$ cat src/inc/cdc_pkg.sv
// Functional notes
// Output low for low count plus one cycles
// Output high for high count plus one cycles
// Divider 2 counts reset to one each
// Bypass powers divider down, passes input through
// Sync mask clear obeys chip sync
// Force acts only with sync mask set
// Forced level low, or start level if set
// Force ignored while bypassed
// Start level bit picks initial output level
// Phase offset delays output, resets zero
// Channel power-down parks three outputs safely
// Direct route with select 10b uses oscillator
// Direct route with select 00b uses clock input
// Direct route with select 01b changes nothing
// Correction disable bit turns off duty fix
// Period is low plus high plus two; outputs share it
// Sync restarts at start level after offset
package cdc_pkg;
  // ==========================================================
  // Register map
  localparam logic [9:0] CDC_DIV1_COUNTS_ADDR = 10'h0_193;
  localparam logic [9:0] CDC_DIV1_CTRL_ADDR = 10'h0_194;
  localparam logic [9:0] CDC_CH1_ROUTE_ADDR = 10'h0_195;
  localparam logic [9:0] CDC_DIV2_COUNTS_ADDR = 10'h0_196;
  localparam logic [9:0] CDC_DIV2_CTRL_ADDR = 10'h0_197;
  localparam logic [9:0] CDC_CH2_ROUTE_ADDR = 10'h0_198;
  localparam logic [9:0] CDC_INSEL_ADDR = 10'h0_1E1;
  localparam logic [9:0] CDC_STATUS_ADDR = 10'h0_1F0;
  // ==========================================================
  // Field positions
  localparam int CDC_LOW_MSB = 7;
  localparam int CDC_LOW_LSB = 4;
  localparam int CDC_HIGH_MSB = 3;
  localparam int CDC_HIGH_LSB = 0;
  localparam int CDC_BYPASS_BIT = 7;
  localparam int CDC_MASK_BIT = 6;
  localparam int CDC_FORCE_BIT = 5;
  localparam int CDC_START_BIT = 4;
  localparam int CDC_PD_BIT = 2;
  localparam int CDC_DIRECT_BIT = 1;
  localparam int CDC_DCCDIS_BIT = 0;
  // ==========================================================
  // Reset values, route write mask and input select codes
  localparam logic [7:0] CDC_DIV1_COUNTS_RST = 8'h33;
  localparam logic [7:0] CDC_DIV2_COUNTS_RST = 8'h11;
  localparam logic [7:0] CDC_CTRL_RST = 8'h00;
  localparam logic [7:0] CDC_ROUTE_RST = 8'h00;
  localparam logic [7:0] CDC_ROUTE_MASK = 8'h07;
  localparam logic [1:0] CDC_INSEL_RST = 2'h1;
  localparam logic [1:0] CDC_SEL_CLK = 2'h0;
  localparam logic [1:0] CDC_SEL_DIV = 2'h1;
  localparam logic [1:0] CDC_SEL_OSC = 2'h2;

  typedef struct packed {
    logic [3:0] low_cnt;
    logic [3:0] high_cnt;
    logic bypass;
    logic sync_mask;
    logic force_en;
    logic start_high;
    logic [3:0] phase;
  } cdc_div_cfg_s;

  typedef enum logic [1:0] {CDC_RUN, CDC_DELAY} cdc_state_e;
endpackage

$ cat src/rtl/cdc_divider.sv
`timescale 1ns/10ps
module cdc_divider
  import cdc_pkg::*;
(
  input wire logic clk,
  input wire logic rst,
  input wire logic sync_pulse,
  input wire cdc_div_cfg_s cfg,
  output logic div_out,
  output logic run_busy
);
  cdc_state_e state_ff;
  logic [3:0] cnt_ff;
  logic lvl_ff;
  logic do_sync;

  assign do_sync = sync_pulse && !cfg.sync_mask;
  assign run_busy = (state_ff == CDC_DELAY);

  // ==========================================================
  // Counter
  always_ff @(posedge clk or posedge rst) begin
    if (rst) begin
      state_ff <= CDC_RUN;
      cnt_ff <= 4'h0;
      lvl_ff <= 1'b0;
    end else if (cfg.bypass) begin
      state_ff <= CDC_RUN;
      cnt_ff <= 4'h0;
      lvl_ff <= cfg.start_high;
    end else if (do_sync) begin
      state_ff <= CDC_DELAY;
      cnt_ff <= cfg.phase;
      lvl_ff <= cfg.start_high;
    end else begin
      unique case (state_ff)
        CDC_DELAY: begin
          if (cnt_ff == 4'h0) begin
            state_ff <= CDC_RUN;
            cnt_ff <= cfg.start_high ? cfg.high_cnt : cfg.low_cnt;
          end else begin
            cnt_ff <= cnt_ff - 4'h1;
          end
        end
        CDC_RUN: begin
          if (cnt_ff == 4'h0) begin
            lvl_ff <= !lvl_ff;
            cnt_ff <= lvl_ff ? cfg.low_cnt : cfg.high_cnt;
          end else begin
            cnt_ff <= cnt_ff - 4'h1;
          end
        end
        default: state_ff <= CDC_RUN;
      endcase
    end
  end

  // ==========================================================
  // Output select
  always_comb begin
    if (cfg.bypass) begin
      div_out = 1'b1;
    end else if (cfg.force_en && cfg.sync_mask) begin
      div_out = cfg.start_high;
    end else if (cfg.sync_mask && !cfg.force_en) begin
      div_out = (state_ff == CDC_DELAY) ? cfg.start_high : lvl_ff;
    end else begin
      div_out = (state_ff == CDC_DELAY) ? cfg.start_high : lvl_ff;
    end
  end
endmodule

$ cat src/rtl/cdc_route.sv
`timescale 1ns/10ps
module cdc_route
  import cdc_pkg::*;
(
  input wire logic div_out,
  input wire logic bypass,
  input wire logic clk_in_level,
  input wire logic osc_level,
  input wire logic [7:0] route,
  input wire logic [1:0] in_sel,
  output logic [2:0] chan_out
);
  logic src;

  always_comb begin
    src = bypass ? clk_in_level : div_out;
    if (route[CDC_DIRECT_BIT]) begin
      unique case (in_sel)
        CDC_SEL_OSC: src = osc_level;
        CDC_SEL_CLK: src = clk_in_level;
        default: ;
      endcase
    end
    if (route[CDC_PD_BIT]) begin
      chan_out = 3'b000;
    end else begin
      chan_out = {3{src}};
    end
  end
endmodule

$ cat src/rtl/cdc_channel_ctrl.sv
`timescale 1ns/10ps
module cdc_channel_ctrl
  import cdc_pkg::*;
(
  input wire logic clk,
  input wire logic rst,
  input wire logic [9:0] addr,
  input wire logic [7:0] wdata,
  input wire logic wr,
  input wire logic rd,
  input wire logic sync_in,
  input wire logic clk_in_level,
  input wire logic osc_level,
  output logic [7:0] rdata,
  output logic [2:0] chan1_out,
  output logic [2:0] chan2_out,
  output logic chan1_dcc_on,
  output logic chan2_dcc_on
);
  // ==========================================================
  // Registers
  logic [7:0] div1_counts_ff;
  logic [7:0] div1_ctrl_ff;
  logic [7:0] chan1_route_ff;
  logic [7:0] div2_counts_ff;
  logic [7:0] div2_ctrl_ff;
  logic [7:0] chan2_route_ff;
  logic [1:0] insel_ff;
  logic [7:0] nxt_rdata;
  cdc_div_cfg_s cfg1;
  cdc_div_cfg_s cfg2;
  logic d1_out;
  logic d2_out;
  logic d1_busy;
  logic d2_busy;
  logic [2:0] nxt_c1;
  logic [2:0] nxt_c2;

  function automatic cdc_div_cfg_s cdc_cfg(input logic [7:0] cnt, input logic [7:0] ctl);
    cdc_div_cfg_s c;
    c.low_cnt = cnt[CDC_LOW_MSB:CDC_LOW_LSB];
    c.high_cnt = cnt[CDC_HIGH_MSB:CDC_HIGH_LSB];
    c.bypass = ctl[CDC_BYPASS_BIT];
    c.sync_mask = ctl[CDC_MASK_BIT];
    c.force_en = ctl[CDC_FORCE_BIT];
    c.start_high = ctl[CDC_START_BIT];
    c.phase = ctl[3:0];
    return c;
  endfunction

  assign cfg1 = cdc_cfg(div1_counts_ff, div1_ctrl_ff);
  assign cfg2 = cdc_cfg(div2_counts_ff, div2_ctrl_ff);

  always_ff @(posedge clk or posedge rst) begin
    if (rst) begin
      div1_counts_ff <= CDC_DIV1_COUNTS_RST;
      div1_ctrl_ff <= CDC_CTRL_RST;
      chan1_route_ff <= CDC_ROUTE_RST;
      div2_counts_ff <= CDC_DIV2_COUNTS_RST;
      div2_ctrl_ff <= CDC_CTRL_RST;
      chan2_route_ff <= CDC_ROUTE_RST;
      insel_ff <= CDC_INSEL_RST;
    end else if (wr) begin
      unique case (addr)
        CDC_DIV1_COUNTS_ADDR: div1_counts_ff <= wdata;
        CDC_DIV1_CTRL_ADDR: div1_ctrl_ff <= wdata;
        CDC_CH1_ROUTE_ADDR: chan1_route_ff <= wdata & CDC_ROUTE_MASK;
        CDC_DIV2_COUNTS_ADDR: div2_counts_ff <= wdata;
        CDC_DIV2_CTRL_ADDR: div2_ctrl_ff <= wdata;
        CDC_CH2_ROUTE_ADDR: chan2_route_ff <= wdata & CDC_ROUTE_MASK;
        CDC_INSEL_ADDR: insel_ff <= wdata[1:0];
        default: ;
      endcase
    end
  end

  // ==========================================================
  // Read back
  always_comb begin
    unique case (addr)
      CDC_DIV1_COUNTS_ADDR: nxt_rdata = div1_counts_ff;
      CDC_DIV1_CTRL_ADDR: nxt_rdata = div1_ctrl_ff;
      CDC_CH1_ROUTE_ADDR: nxt_rdata = chan1_route_ff;
      CDC_DIV2_COUNTS_ADDR: nxt_rdata = div2_counts_ff;
      CDC_DIV2_CTRL_ADDR: nxt_rdata = div2_ctrl_ff;
      CDC_CH2_ROUTE_ADDR: nxt_rdata = chan2_route_ff;
      CDC_INSEL_ADDR: nxt_rdata = {6'h00, insel_ff};
      CDC_STATUS_ADDR: nxt_rdata = {4'h0, d2_busy, d1_busy, d2_out, d1_out};
      default: nxt_rdata = 8'h00;
    endcase
  end

  always_ff @(posedge clk or posedge rst) begin
    if (rst) begin
      rdata <= 8'h00;
    end else begin
      rdata <= rd ? nxt_rdata : 8'h00;
    end
  end

  // ==========================================================
  // Dividers and routing
  cdc_divider u_div1 (
    .clk(clk),
    .rst(rst),
    .sync_pulse(sync_in),
    .cfg(cfg1),
    .div_out(d1_out),
    .run_busy(d1_busy)
  );

  cdc_divider u_div2 (
    .clk(clk),
    .rst(rst),
    .sync_pulse(sync_in),
    .cfg(cfg2),
    .div_out(d2_out),
    .run_busy(d2_busy)
  );

  cdc_route u_rt1 (
    .div_out(d1_out),
    .bypass(cfg1.bypass),
    .clk_in_level(clk_in_level),
    .osc_level(osc_level),
    .route(chan1_route_ff),
    .in_sel(insel_ff),
    .chan_out(nxt_c1)
  );

  cdc_route u_rt2 (
    .div_out(d2_out),
    .bypass(cfg2.bypass),
    .clk_in_level(clk_in_level),
    .osc_level(osc_level),
    .route(chan2_route_ff),
    .in_sel(insel_ff),
    .chan_out(nxt_c2)
  );

  always_ff @(posedge clk or posedge rst) begin
    if (rst) begin
      chan1_out <= 3'b000;
      chan2_out <= 3'b000;
      chan1_dcc_on <= 1'b1;
      chan2_dcc_on <= 1'b1;
    end else begin
      chan1_out <= nxt_c1;
      chan2_out <= nxt_c2;
      chan1_dcc_on <= !chan1_route_ff[CDC_DCCDIS_BIT];
      chan2_dcc_on <= !chan2_route_ff[CDC_DCCDIS_BIT];
    end
  end
endmodule

$ cat config.mk
export PLATFORM = sky130hd
export DESIGN_NAME = cdc_channel_ctrl
export DESIGN_NICKNAME = d
export VERILOG_FILES = /design/src/inc/cdc_pkg.sv /design/src/rtl/cdc_divider.sv /design/src/rtl/cdc_route.sv /design/src/rtl/cdc_channel_ctrl.sv
export SDC_FILE = /design/constraint.sdc
export NUM_CORES = 1
export LEC_CHECK = 0
export ABC_AREA = 0
export ABC_CLOCK_PERIOD_IN_PS = 5600
export CORE_UTILIZATION = 31
export DETAILED_ROUTE_END_ITERATION = 8
export DONT_BUFFER_PORTS = 1
export SLEW_MARGIN = 30
export SYNTH_ARGS = -nofsm -noshare
export SYNTH_HDL_FRONTEND = slang
export SYNTH_SLANG_ARGS = --single-unit
$ cat constraint.sdc
create_clock -name clk -period 5.6 [get_ports clk]
set_clock_uncertainty 0.2 [all_clocks]
set_input_delay 1.12 -clock clk [delete_from_list [all_inputs] [get_ports clk]]
set_output_delay 1.12 -clock clk [all_outputs]
set_load 0.02 [all_outputs]
==> results by group, run 1 <==
Timing
  – RSZ-0062 raised after global routing: no
  – Final setup viols: 0
  – Final min period: roughly 2.8 ns
  – Relative slew slack: 46.1%
  – Fmax: about 350 MHz
  – Setup tns final: 0 ns
  – Final hold vios: 0
  – Slew Viols, Final: 0
  – Period Utilization, post-route: about half
  – Worst Tran Pin Value: 0.809 ns
  – Worst hold slack: 0.218 ns

Route
  – Via count: 2471
  – Initial DRC count: 141
  – Total Wirelength: about 8500 um
  – Avg WL per Cell: 18.2 um
  – Drt pass-1 iters: 4
  – Via density: 5.30
  – Post-route ant nets: 0
  – # DRC: 0

Clocking
  – Worst-case clock buffer depth: 2
  – # Post-CTS Setup Buffers: 0
  – Clock sinks: 64
  – CTS tree: done
  – Clk root buf: clkbuf_16
  – Clk_lat worst skew: 0.32 ns
  – Worst-path clk slew: 0.05 ns
  – Num CTS Buffers: 9
  – PostCTS Resize Cnt: 0
  – Post-CTS Hold Fix Bufs: 0
  – H-tree depth: 3

Logic synthesis
  – Post-Synth XOR/XNOR Area: 0.993%
  – Synth area leader: dfrtp_1
  – Sequential share of the synthesized area: 45.7%
  – Yosys top cell area share: 39.0%
  – Cell variety after synth: 51
  – Mapped cell area: 3530 um^2
  – Post-synth EDFFs: 0
  – Compound-cell area share of the yosys netlist: 12.8%
  – Post-synth ARST share: 100%
  – Cells after Synth: around 330
  – Warning count from the yosys run: 0
  – Adder-cell area share of the yosys netlist: under 10%
  – Top-count cell post-synth: dfrtp_1
  – Synth Flop Type: dfrtp_1
  – Simple-gate portion of the synthesized area: 19.5%
  – Multiplexer area fraction after synthesis: ~15%
  – Largest cells by area after synthesis: dfrtp_1 39%, mux2_2 13%, dfstp_2 6.7%
  – Top post-synthesis cells by count: 55 x dfrtp_1, 40 x mux2_2, 24 x nand2_1
  – Syn nets: about 360
  – Largest family of logic cells by synthesized area: simple AND/OR/NAND/NOR gates
  – Post-Syn Area per Cell: approximately 11 um^2
  – Seq cells post-synth: 64

Placed design
  – Port-buffer cells: 0
  – DP HPWL: 6250 um
  – Placer Congestion: ~0.84
  – Post-DP Area: between 3000 and 4000 um^2

Power
  – PD cells: 323 nW/um^2
  – Total power draw: 1250 uW
  – Worst vdd ir: 0.160 mV
  – Leakage power: around 0.0016 uW

Hold path
  – Worst Hold Class: reg -> reg
  – HP Start: chan2_route_ff[0]

Worst setup path
  – Kind of end point of the critical path: flop
  – Worst Setup SP: addr[6]
  – Worst path slowest cell: nor4_4
  – Crit path launch type: input pin
  – RR Startpoint: u_div1.cnt_ff[0]
  – Critical path peak fanout: 8
  – Worst path required time: about 5.6 ns
  – CP cell instances: nand4bb_1, nor4_4, nand3_2, mux2_2
  – Max incr delay on CP: 0.59 ns
  – WS Path Type: in -> reg
  – Worst EP arrival: around 2.8 ns

Global route
  – Grt ovf: 0
  – Vias in the first global route: 2450
  – Largest net degree at the start of global routing: 65
  – Initial antenna violation count: 0
  – First-pass GRT wire length: 13500 um
  – All-Layer GR Usage: 15.4%

Floorplan
  – Chip width: approximately 110 um
  – Initial Utilization: 32.1%
  – Cell Rows: 38
  – Die height: between 100 and 150 um
  – # IOs: 41
  – Core area: roughly 11000 um^2
  – Die area: 11800 um^2

Run status
  – Status: completed

Finish
  – Ant diodes: 0
  – Post-route cell area: 3870 um^2
  – Layout cells sized above 1: 24.2%
  – Area growth, synth to finish: 9.86%
  – Fin nets: 350

Job
  – Max Cap Viol: 0
==> stage by stage <==
stage	util, %	cells	setup WS [ns]
after floorplan	-	329	2.70
after global placement	32.9	450	2.49
after detailed placement	32.9	450	2.45
after CTS	35.3	466	2.78
after global routing	35.3	466	2.68
final	35.3	466	2.77
==> placed cells by master (no fill, tap or decap), types with 3 or more instances in the layout <==
master	instances
nor2_1	22
nand2_1	24
a22oi_1	3
nand2b_1	8
xnor2_1	4
dfrtp_1	55
or3b_2	3
a21boi_0	6
o21ai_0	8
nor3b_1	6
ha_1	4
nand4b_1	6
a21o_1	6
o311ai_0	6
mux2_2	40
clkbuf_1	5
mux2i_1	4
a211oi_1	8
and3_1	11
dfstp_2	9
a21oi_1	15
nand3_1	10
inv_1	14
nor4_4	3
clkbuf_16	9
==> final timing paths <==
kind,slack [ns],cells past startpoint,to
min reg2reg,0.22,1,chan2_dcc_on
min in group asynchronous,0.71,2,u_div2.cnt_ff[1]
max in group asynchronous,3.94,2,u_div1.cnt_ff[0]
min,0.22,1,chan2_dcc_on
max reg2reg,3.53,5,u_div1.cnt_ff[2]
max,2.77,4,div1_ctrl_ff[3]
==> flip-flops by register name, indices dropped and copies added (netlist names), 2 cells and up <==
register	count
div1_counts_ff	8
div1_ctrl_ff	8
div2_counts_ff	8
div2_ctrl_ff	8
rdata	8
u_div1.cnt_ff	4
u_div2.cnt_ff	4
chan1_route_ff	3
chan2_route_ff	3
insel_ff	2
==> per-layer routing <==
layer / global-route usage (%) / routed length [um]
met1: 20.9 / 3980
met2: 24.1 / 4050
met3: 2.99 / 317
met4: 6.08 / 147
met5: 0 / 0
==> cells by family (layout without fill, tap and decap cells) <==
group           Yosys count  in the layout
simple gates            112            112
compound gates           64             64
flops                    64             64
mux                      46             46
buf+inv                  35             32
fa+ha+maj                 4              4
xor+xnor                  4              4
==> power breakdown <==
part / total, uW / internal (uW) / switching [uW]
Combinational: 213 / 94.9 / 118
Clock: 494 / 311 / 183
Sequential: 546 / 500 / 46.3
Total: 1250 / 906 / 347
==> worst max-delay path, delay by kind of cell <==
| family | cells | cell delay [ns] |
|---|---|---|
| multiplexers | 1 | 0.34 |
| AND/OR/NAND/NOR | 3 | 1.38 |
==> cell type report <==
cell class / count / area, um^2
clock buffers: 15 / 258
clock inverters: 1 / 5.00
fillers: 1092 / 7110
inverters: 15 / 56.3
multi-input cells: 230 / 1760
flip-flops and latches: 64 / 1610
well taps: 140 / 175
repair buffers: 1 / 7.51
Power figures use the tool's default switching activity.
==> run 2, diff against run 1 <==
Settings changed: ABC_CLOCK_PERIOD_IN_PS 5600 to 3000.
Clock period 5.6 ns to 3 ns, I/O delays scaled along.
==> results by group, run 2 (synthesis results as in run 1) <==
Finish
  – Area growth, synth to finish: 11.3%
  – Layout cells sized above 1: 25.2%
  – Ant diodes: 0
  – Non-Filler Instances: 466
  – Most frequent cells in the layout: 55 x dfrtp_1, 40 x mux2_2, 24 x nand2_1
  – Commonest non-fill, non-tap cell in the layout: dfrtp_1
  – Fin nets: between 300 and 400

Clocking
  – Worst-path clk slew: 0.05 ns
  – PostCTS Resize Cnt: 0
  – Post-CTS Hold Fix Bufs: 0
  – # Post-CTS Setup Buffers: 0
  – Num CTS Buffers: 9
  – H-tree depth: 3
  – Clk_lat worst skew: 0.33 ns
  – CTS tree: done
  – Worst-case clock buffer depth: 2
  – Clock sinks: 64
  – Clk root buf: clkbuf_16

Power
  – Worst vdd ir: 0.233 mV
  – Total power draw: 2460 uW
  – Sequential power share: between 40% and 50%
  – Logic pwr share: 16.3%
  – Switch Pwr: about 660 uW
  – Clock power share: 42.2%
  – Sw frac: 26.9%
  – Leakage power: between 0.0015 and 0.002 uW
  – Int Power: ~1800 uW
  – PD cells: 626 nW/um^2

Route
  – Drt pass-1 iters: 4
  – Initial DRC count: 164
  – # DRC: 0
  – Avg WL per Cell: approximately 18 um
  – Total Wirelength: 8610 um
  – Via count: 2498
  – Via density: 5.36
  – Post-route ant nets: 0

Floorplan
  – Cell Rows: 38
  – Die height: 109 um
  – # IOs: 41
  – Core area: 11000 um^2
  – Chip width: 109 um
  – Die area: 11800 um^2
  – Initial Utilization: 32.1%

Worst setup path
  – Worst path required time: 3.02 ns
  – Kind of end point of the critical path: flop
  – WS Path Type: in -> reg
  – Crit path launch type: input pin
  – Critical path peak fanout: 8
  – FF-to-FF path depth: 5
  – Worst EP arrival: roughly 2.3 ns

Timing
  – RSZ-0062 raised after global routing: no
  – Worst Tran Pin Value: 0.715 ns
  – Fmax: 435 MHz
  – Final min period: ~2.3 ns
  – Relative slew slack: 52.3%
  – Slew Viols, Final: 0
  – Final hold vios: 0
  – Period Utilization, post-route: between 70% and 80%
  – PnR worst setup slack: 0.699 ns
  – Final setup viols: 0
  – Worst hold slack: 0.0698 ns
  – Setup tns final: 0 ns

Global route
  – First-pass GRT wire length: about 14000 um
  – Vias in the first global route: around 2.5k
  – Initial antenna violation count: 0
  – Grt ovf: 0
  – Largest net degree at the start of global routing: 34
  – All-Layer GR Usage: 15.8%

Hold path
  – Worst Hold Class: in -> async

Run status
  – Status: completed

Placed design
  – Placed Instances: 450
  – Place WS: roughly 0.36 ns
  – Placer Congestion: 0.839
  – Port-buffer cells: 0
  – DP HPWL: 6430 um

Job
  – Max Cap Viol: 0
run 2: changes by cell type in the layout (fill, tap and decap cells not counted), sizes merged:
cell	delta
bufinv	+1
clkbuf	-2
clkinv	+1
run 2: metrics by stage:
stage	instance area [um^2]	utilization, %
3_3_place_gp	3620	33.0
3_5_place_dp	3620	33.0
5_1_grt	3930	35.7
4_1_cts	3930	35.7
6_report	3930	35.7
2_1_floorplan	3530	-
run 2: per-layer routing:
| metal | wire (um) | global-route usage, % |
|---|---|---|
| met5 | 0 | 0 |
| met4 | 182 | 7.34 |
| met3 | 279 | 3.17 |
| met1 | 4030 | 21.0 |
| met2 | 4130 | 24.9 |
run 2: path summary, 6_finish.rpt:
| check | startpoint | endpoint | slack (ns) |
|---|---|---|---|
| setup reg to reg | u_div1.cnt_ff[0] | u_div1.cnt_ff[1] | 0.95 |
| setup / recovery | addr[6] | div2_ctrl_ff[1] | 0.70 |
| hold / removal | rst | rdata[3] | 0.07 |
| max in group asynchronous | rst | chan1_dcc_on | 1.86 |
| hold reg to reg | chan2_route_ff[0] | chan2_dcc_on | 0.22 |
| min in group clk | wdata[3] | div2_ctrl_ff[3] | 0.22 |
run 2: power groups by stage:
stage | registers [uW] | clock network [uW] | logic, uW
finish | 1020 | 1040 | 401
global placement | 1030 | 0 | 390
global route | 1030 | 1110 | 453
floorplan | 998 | 0 | 374
detailed placement | 1030 | 0 | 402
CTS | 1020 | 1060 | 405
run 2: critical path, cell delays in order:
cell,delay [ns]
nand4bb_1,0.46
nor4_4,0.60
nand3_2,0.30
mux2_2,0.35
run 2: final cells by class:
type | instances | area, um^2
Fill cell | 1074 | 7060
Multi-Input combinational cell | 230 | 1760
Sequential cell | 64 | 1610
Clock buffer | 13 | 260
Tap cell | 140 | 175
Inverter | 15 | 56.3
Clock inverter | 3 | 40.0
Timing Repair Buffer | 1 | 20.0
